File: config.mk
export PLATFORM = sky130hd
export DESIGN_NAME = cogt_trim_bank
export DESIGN_NICKNAME = d
export VERILOG_FILES = /design/src/cogt_pkg.sv /design/src/cogt_trim_bank.sv /design/src/cogt_fuse_loader.sv
export VERILOG_INCLUDE_DIRS = /design/src
export SDC_FILE = /design/constraint.sdc
export NUM_CORES = 1
export LEC_CHECK = 0
export ABC_AREA = 1
export BUFFER_PORTS_ARGS = -buffer_cell sky130_fd_sc_hd__buf_2
export CAP_MARGIN = 20
export CORE_MARGIN = 2
export CORE_UTILIZATION = 25
export DETAILED_ROUTE_END_ITERATION = 16
export PLACE_DENSITY = 0.51
export SLEW_MARGIN = 0
export SYNTH_ARGS = -nofsm -noshare
export SYNTH_HDL_FRONTEND = slang
export SYNTH_SLANG_ARGS = --single-unit
File: constraint.sdc
create_clock -name CLK_I -period 1.7 [get_ports CLK_I]
set_input_delay 0.34 -clock CLK_I [delete_from_list [all_inputs] [get_ports CLK_I]]
set_output_delay 0.34 -clock CLK_I [all_outputs]
set_load 0.05 [all_outputs]
File: src/cogt_cfg.svh
// Offsets, field layouts, reset values and trim counts for the trim bank
`ifndef COGT_CFG_SVH
`define COGT_CFG_SVH
`define COGT_ADDR_W 12
`define COGT_OFFSET_TRIM_CORE2_INPUT_A_ADDR 12'h334
`define COGT_OFFSET_TRIM_CORE2_INPUT_B_ADDR 12'h336
`define COGT_OFFSET_TRIM_CORE3_INPUT_C_ADDR 12'h338
`define COGT_OFFSET_TRIM_CORE3_INPUT_D_ADDR 12'h33A
`define COGT_OFFSET_TRIM_CORE4_ADDR 12'h33C
`define COGT_OFFSET_TRIM_CORE5_ADDR 12'h33E
`define COGT_GAIN_TRIM_CORE0_ADDR 12'h360
`define COGT_GAIN_TRIM_CORE1_ADDR 12'h361
`define COGT_GAIN_TRIM_CORE2_INPUT_A_ADDR 12'h362
`define COGT_GAIN_TRIM_CORE2_INPUT_B_ADDR 12'h363
`define COGT_OFS_MSB 11
`define COGT_GAIN_MSB 4
`define COGT_OFS_RESET 16'h0000
`define COGT_GAIN_RESET 8'h00
`define COGT_N_OFS 6
`define COGT_N_GAIN 4
`define COGT_N_TRIM 10
`endif

File: src/cogt_pkg.sv
// Types shared by the trim bank
package cogt_pkg;
    typedef enum logic [1:0] {
        COGT_LOADING = 2'b00,
        COGT_RUN = 2'b01
    } cogt_state_t;
    typedef logic [15:0] cogt_ofs_t;
    typedef logic [7:0] cogt_gain_t;
endpackage

File: src/cogt_trim_bank.sv
// Offset and fine-gain trim register bank with per-input trim selection
`include "cogt_cfg.svh"
module cogt_trim_bank
    import cogt_pkg::*;
#(
    parameter int ADDR_W = `COGT_ADDR_W
) (
    input wire logic CLK_I,
    input wire logic RSTN_I,
    input wire logic [ADDR_W-1:0] REG_ADDR_I,
    input wire logic REG_WR_I,
    input wire logic REG_RD_I,
    input wire logic [15:0] REG_WDATA_I,
    output logic [15:0] REG_RDATA_O,
    output logic REG_RVALID_O,
    output logic [3:0] FUSE_ADDR_O,
    input wire logic [15:0] FUSE_DATA_I,
    output logic FUSE_DONE_O,
    input wire logic CORE2_SEL_B_I,
    input wire logic CORE3_SEL_D_I,
    output logic [11:0] CORE2_OFS_O,
    output logic [11:0] CORE3_OFS_O,
    output logic [11:0] CORE4_OFS_O,
    output logic [11:0] CORE5_OFS_O,
    output logic [4:0] CORE0_GAIN_O,
    output logic [4:0] CORE1_GAIN_O,
    output logic [4:0] CORE2_GAIN_O
);
    import cogt_pkg::*;

    ////////////////////////////////////////////////////////////////////////
    // Storage: offsets 0..5 = 2A,2B,3C,3D,4,5; gains 0..3 = 0,1,2A,2B
    cogt_ofs_t ofs_r [`COGT_N_OFS];
    cogt_gain_t gain_r [`COGT_N_GAIN];
    logic load_we;
    logic [3:0] load_idx;
    logic fuse_done;

    if (ADDR_W < 12) begin : g_bad_addr_w
        $error("cogt_trim_bank: ADDR_W must hold 12-bit offsets");
    end

    // Map an address to an offset trim index, 7 when not an offset trim
    function automatic logic [2:0] ofs_index(input logic [ADDR_W-1:0] a);
        unique case (a[11:0])
            `COGT_OFFSET_TRIM_CORE2_INPUT_A_ADDR: ofs_index = 3'd0;
            `COGT_OFFSET_TRIM_CORE2_INPUT_B_ADDR: ofs_index = 3'd1;
            `COGT_OFFSET_TRIM_CORE3_INPUT_C_ADDR: ofs_index = 3'd2;
            `COGT_OFFSET_TRIM_CORE3_INPUT_D_ADDR: ofs_index = 3'd3;
            `COGT_OFFSET_TRIM_CORE4_ADDR: ofs_index = 3'd4;
            `COGT_OFFSET_TRIM_CORE5_ADDR: ofs_index = 3'd5;
            default: ofs_index = 3'd7;
        endcase
    endfunction

    // Map an address to a gain trim index, 7 when not a gain trim
    function automatic logic [2:0] gain_index(input logic [ADDR_W-1:0] a);
        unique case (a[11:0])
            `COGT_GAIN_TRIM_CORE0_ADDR: gain_index = 3'd0;
            `COGT_GAIN_TRIM_CORE1_ADDR: gain_index = 3'd1;
            `COGT_GAIN_TRIM_CORE2_INPUT_A_ADDR: gain_index = 3'd2;
            `COGT_GAIN_TRIM_CORE2_INPUT_B_ADDR: gain_index = 3'd3;
            default: gain_index = 3'd7;
        endcase
    endfunction

    cogt_fuse_loader #(
        .N_TRIM(`COGT_N_TRIM)
    ) u_loader (
        .CLK_I(CLK_I),
        .RSTN_I(RSTN_I),
        .fuse_addr_o(FUSE_ADDR_O),
        .load_we_o(load_we),
        .load_idx_o(load_idx),
        .done_o(fuse_done)
    );
    assign FUSE_DONE_O = fuse_done;

    ////////////////////////////////////////////////////////////////////////
    // Register writes; fuse loading owns the bank until done
    logic [2:0] wr_ofs;
    logic [2:0] wr_gain;
    assign wr_ofs = ofs_index(REG_ADDR_I);
    assign wr_gain = gain_index(REG_ADDR_I);

    // Reserved bits are stored as written, except gain bits 15:8, which are dropped and read zero; software keeps them zero
    always_ff @(posedge CLK_I or negedge RSTN_I) begin
        if (!RSTN_I) begin
            for (int i = 0; i < `COGT_N_OFS; i++) begin
                ofs_r[i] <= `COGT_OFS_RESET;
            end
        end else if (load_we && load_idx < 4'(`COGT_N_OFS)) begin
            ofs_r[load_idx[2:0]] <= FUSE_DATA_I;
        end else if (fuse_done && REG_WR_I && wr_ofs != 3'd7) begin
            ofs_r[wr_ofs] <= REG_WDATA_I;
        end
    end

    always_ff @(posedge CLK_I or negedge RSTN_I) begin
        if (!RSTN_I) begin
            for (int i = 0; i < `COGT_N_GAIN; i++) begin
                gain_r[i] <= `COGT_GAIN_RESET;
            end
        end else if (load_we && load_idx >= 4'(`COGT_N_OFS)) begin
            gain_r[2'(load_idx - 4'(`COGT_N_OFS))] <= FUSE_DATA_I[7:0];
        end else if (fuse_done && REG_WR_I && wr_gain != 3'd7) begin
            gain_r[wr_gain[1:0]] <= REG_WDATA_I[7:0];
        end
    end

    ////////////////////////////////////////////////////////////////////////
    // Register reads: one cycle latency, unmapped reads return zero
    always_ff @(posedge CLK_I or negedge RSTN_I) begin
        if (!RSTN_I) begin
            REG_RDATA_O <= 16'h0000;
            REG_RVALID_O <= 1'b0;
        end else begin
            REG_RVALID_O <= REG_RD_I;
            if (REG_RD_I) begin
                if (wr_ofs != 3'd7) begin
                    REG_RDATA_O <= ofs_r[wr_ofs];
                end else if (wr_gain != 3'd7) begin
                    REG_RDATA_O <= {8'h00, gain_r[wr_gain[1:0]]};
                end else begin
                    REG_RDATA_O <= 16'h0000;
                end
            end
        end
    end

    ////////////////////////////////////////////////////////////////////////
    // Trims applied to the cores, chosen by the input being sampled
    always_ff @(posedge CLK_I or negedge RSTN_I) begin
        if (!RSTN_I) begin
            CORE2_OFS_O <= 12'h000;
            CORE3_OFS_O <= 12'h000;
            CORE4_OFS_O <= 12'h000;
            CORE5_OFS_O <= 12'h000;
        end else begin
            // Unsigned correction passes straight through, no sign extension
            CORE2_OFS_O <= CORE2_SEL_B_I ? ofs_r[1][`COGT_OFS_MSB:0]
                                         : ofs_r[0][`COGT_OFS_MSB:0];
            CORE3_OFS_O <= CORE3_SEL_D_I ? ofs_r[3][`COGT_OFS_MSB:0]
                                         : ofs_r[2][`COGT_OFS_MSB:0];
            CORE4_OFS_O <= ofs_r[4][`COGT_OFS_MSB:0];
            CORE5_OFS_O <= ofs_r[5][`COGT_OFS_MSB:0];
        end
    end

    always_ff @(posedge CLK_I or negedge RSTN_I) begin
        if (!RSTN_I) begin
            CORE0_GAIN_O <= 5'h00;
            CORE1_GAIN_O <= 5'h00;
            CORE2_GAIN_O <= 5'h00;
        end else begin
            CORE0_GAIN_O <= gain_r[0][`COGT_GAIN_MSB:0];
            CORE1_GAIN_O <= gain_r[1][`COGT_GAIN_MSB:0];
            CORE2_GAIN_O <= CORE2_SEL_B_I ? gain_r[3][`COGT_GAIN_MSB:0]
                                          : gain_r[2][`COGT_GAIN_MSB:0];
        end
    end
endmodule

File: src/cogt_fuse_loader.sv
// Walks the fuse storage once after reset and hands each trim its default
`include "cogt_cfg.svh"
module cogt_fuse_loader
    import cogt_pkg::*;
#(
    parameter int N_TRIM = `COGT_N_TRIM
) (
    input wire logic CLK_I,
    input wire logic RSTN_I,
    output logic [3:0] fuse_addr_o,
    output logic load_we_o,
    output logic [3:0] load_idx_o,
    output logic done_o
);
    cogt_state_t state_r;
    logic [3:0] idx_r;

    if (N_TRIM < 1 || N_TRIM > 16) begin : g_bad_n_trim
        $error("cogt_fuse_loader: N_TRIM out of range");
    end

    // The fuse word named by load_idx_o is copied at the edge after load_we_o rises
    always_ff @(posedge CLK_I or negedge RSTN_I) begin
        if (!RSTN_I) begin
            state_r <= COGT_LOADING;
            idx_r <= 4'h0;
            load_we_o <= 1'b0;
            load_idx_o <= 4'h0;
        end else begin
            load_we_o <= 1'b0;
            unique case (state_r)
                COGT_LOADING: begin
                    load_we_o <= 1'b1;
                    load_idx_o <= idx_r;
                    if (idx_r == 4'(N_TRIM - 1)) begin
                        state_r <= COGT_RUN;
                    end else begin
                        idx_r <= idx_r + 4'h1;
                    end
                end
                COGT_RUN: begin
                end
                default: state_r <= COGT_RUN;
            endcase
        end
    end

    // Address follows the pending load, so the bank captures the word it names
    assign fuse_addr_o = load_idx_o;
    assign done_o = (state_r == COGT_RUN) && !load_we_o;
endmodule

==> out/metrics.yaml <==
status: "finished, final reports clean"
yosys_warnings: 0
io_pins: 135
holdPathStages: 3
r2r_slack_ps: 70
r2r_end: "ofs_r[55]"
grt_pass1_wl_um: 59500
finalSetupViolCount: 0
antenna_found_initial: 1
crit_type: "reg -> out"
synth_cell_types: 37
cts-htree-levels: 1
drive_above_1_share_pct: 25.1
ys_ff_latch: 218
die_area_um2: 44500
crit_slowest_cell: "dfrtp_2"
cp.arrival_ps: 1320
worst_pin_slew_ps: 499
synth_top_area_cell: "dfrtp_1"
drc: 0
port_buffers: 134
grt_max_degree: 43
yosysMostFrequentCell: "nand2_1"
synth_ff_type: "dfrtp_1"
min_period_over_period_pct: 97.4
ant_nets: 0
rsz0062_at_grt: "true"
clk_latency_ps: 540
routabilityCongestion: 0.913
avgSynthCellArea_um2: 8.30
synth-edff-count: 0
wl_per_cell_um: 18.6
cts_buffer_depth: 3
synth_area_leaders: "dfrtp_1, nand2_1, nand3_1"
fin_crit_ps: 1660
yosysSeqAreaShare_pct: 50.9
cp_top_family: "flip-flops"
end_kind: "primary output"
nFillCells: 4395
power_leakage_nw: 6.79
final_max_slew_viol_count: 0
grt_overflow: 0
worst_setup_path_start_kind: "register"
via_count: 9984
path_buf_inv: 2
chipWidth_um: 211
cp_cell_sequence: "buf_4, clkbuf_4"
cts_made_buffers: 25
viasPerCell: 4.78
final_hold_viol_count: 0
n_antenna_cell: 0
finClkSkew_ps: 11.8
synth_top_area_share_pct: 50.9
routed_wl_um: 38700
cts_tree: "yes"
drt_iter0_drc: 709
first_pass_iters: 5
rr_worst_depth: 9
cts.sinks: 218
cts.root.buffer_cell: "clkbuf_16"
grtUsageTotal_pct: 17.5
min_to: "ofs_r[43]"
fin_nets: 1583
synthToLayoutAreaGrowth_pct: 30.1
syn_area_um2: 10700
max_slew_margin_pct: 66.7
vdd_drop_max_uv: 631
critPathRequiredTime_ps: 1360
synthArstFlopShare_pct: 100
start_util_pct: 25.4
clk_pin_slew_ps: 60
hold_path_class: "in -> reg"
grt_pass1_vias: 9852
min-delay-start: "FUSE_DATA_I[11]"
placeableCoreArea_um2: 42100
row_count: 75
die_h_um: 211
path_max_fanout: 4
maxCapViolCount: 0
fin_total_pwr_mw: 12.5
max_freq_mhz: 604
synth_common_cells: "nand2_1, dfrtp_1, nand3_1"
critPathMaxStageDelay_ps: 430
syn-instance-count: 1290
r2r-start: "u_loader.fuse_addr_o[1]"
timing.hold.ws_ps: 69.0
synth_fp_nets: 1342
powerDensity_nw_per_um2: 899
hpwl_um: 30400
-- worst max-delay path by stage --
stage / from / end / slack [ps] / cells past startpoint
2_1_floorplan: u_loader.fuse_addr_o[1] / ofs_r[76] / -50 / 8
3_3_place_gp: REG_ADDR_I[11] / REG_RDATA_O[3] / -350 / 9
3_5_place_dp: REG_ADDR_I[3] / REG_RDATA_O[1] / -380 / 9
4_1_cts: u_loader.fuse_addr_o[1] / ofs_r[25] / -10 / 8
5_1_grt: u_loader.fuse_addr_o[1] / ofs_r[55] / -40 / 9
6_report: u_loader.fuse_addr_o[1] / FUSE_ADDR_O[1] / 40 / 2
-- final cells by class --
cell class	count	area, um^2	area share (%)
multi-input cells	850	4390	31.5
clock inverters	13	148	1.06
inverters	163	628	4.51
well taps	539	674	4.84
repair buffers	273	1950	14.0
clock buffers	31	678	4.87
flip-flops and latches	218	5460	39.2
-- kinds of logic (layout without fill, tap and decap cells) --
| logic type | Yosys count | after routing | synth area share (%) |
|---|---|---|---|
| AO/OA/AOI/OAI | 213 | 213 | 13.3 |
| XOR/XNOR | 2 | 2 | 0.164 |
| adder cells (fa/ha/maj) | 2 | 2 | 0.234 |
| buffers and inverters | 222 | 480 | 8.71 |
| flip-flops | 218 | 218 | 50.9 |
| AND/OR/NAND/NOR | 633 | 633 | 26.7 |
-- worst min-delay path: stages --
cell     delay (ps)
buf_2           110
nand2_1          50
nand3_1          70
-- layer usage --
layer	part of all wire, %	wire length (um)	GRT usage, %	up-vias
met4	2.8	1070	5.59	2
met5	0.036	14	0	-
li1	-	-	-	4790
met1	46	17800	25.2	4785
met3	6.7	2610	2.71	63
met2	44	17200	26.9	344
-- registers in the layout, summed over array words and instances (netlist names) --
| signal | cells |
|---|---|
| CORE0_GAIN_O | 5 |
| CORE5_OFS_O | 12 |
| ofs_r | 96 |
| u_loader.load_we_o | 1 |
| CORE2_OFS_O | 12 |
| CORE1_GAIN_O | 5 |
| CORE4_OFS_O | 12 |
| gain_r | 32 |
| CORE3_OFS_O | 12 |
| CORE2_GAIN_O | 5 |
| u_loader.idx_r | 4 |
| REG_RDATA_O | 16 |
| REG_RVALID_O | 1 |
| u_loader.state_r | 1 |
| u_loader.fuse_addr_o | 4 |
-- cell usage in the layout, fill, tap and decap left out, drive strengths merged --
cell type and n:
nor3 4, buf 271, bufinv 3, dfrtp 218
inv 161, clkinv 8, o22ai 10, xnor2 1
nand2 362, nor2 54, o21ai 49, ha 2
a21oi 36, clkinvlp 4, or2 5, nand4 23
o221ai 24, dlygate4sd3 1, clkbuf 32, o211ai 92
xor2 1, a31oi 1, a21boi 1, nand3 185
-- per-stage QoR --
stage / utilization (%) / std cells / instance area [um^2] / setup TNS [ps] / setup WS [ps]
finish: 33.1 / 2087 / 13900 / 0 / 44.7
global route: 33.1 / 2087 / 13900 / -312 / -40.7
CTS: 32.9 / 2084 / 13900 / -44.0 / -13.0
detailed placement: 30.9 / 2039 / 13000 / -34270 / -383
global placement: 30.9 / 2039 / 13000 / -31910 / -349
floorplan: - / 1290 / 10800 / -736 / -49.2
-- repair_timing --
action / in CTS / in global routing
pin swaps: 0 / 3
hold buffers: 1 / 0
setup buffers: 0 / 3
gates resized for setup: 4 / 12
endpoints found under the setup margin: 19 / 58
hold endpoints to repair: 33 / 0
-- power breakdown --
part / switching, mW / internal [mW]
Sequential: 0.130 / 5.45
Clock: 2.20 / 3.27
Combinational: 1.08 / 0.381
Power figures use the tool's default switching activity.
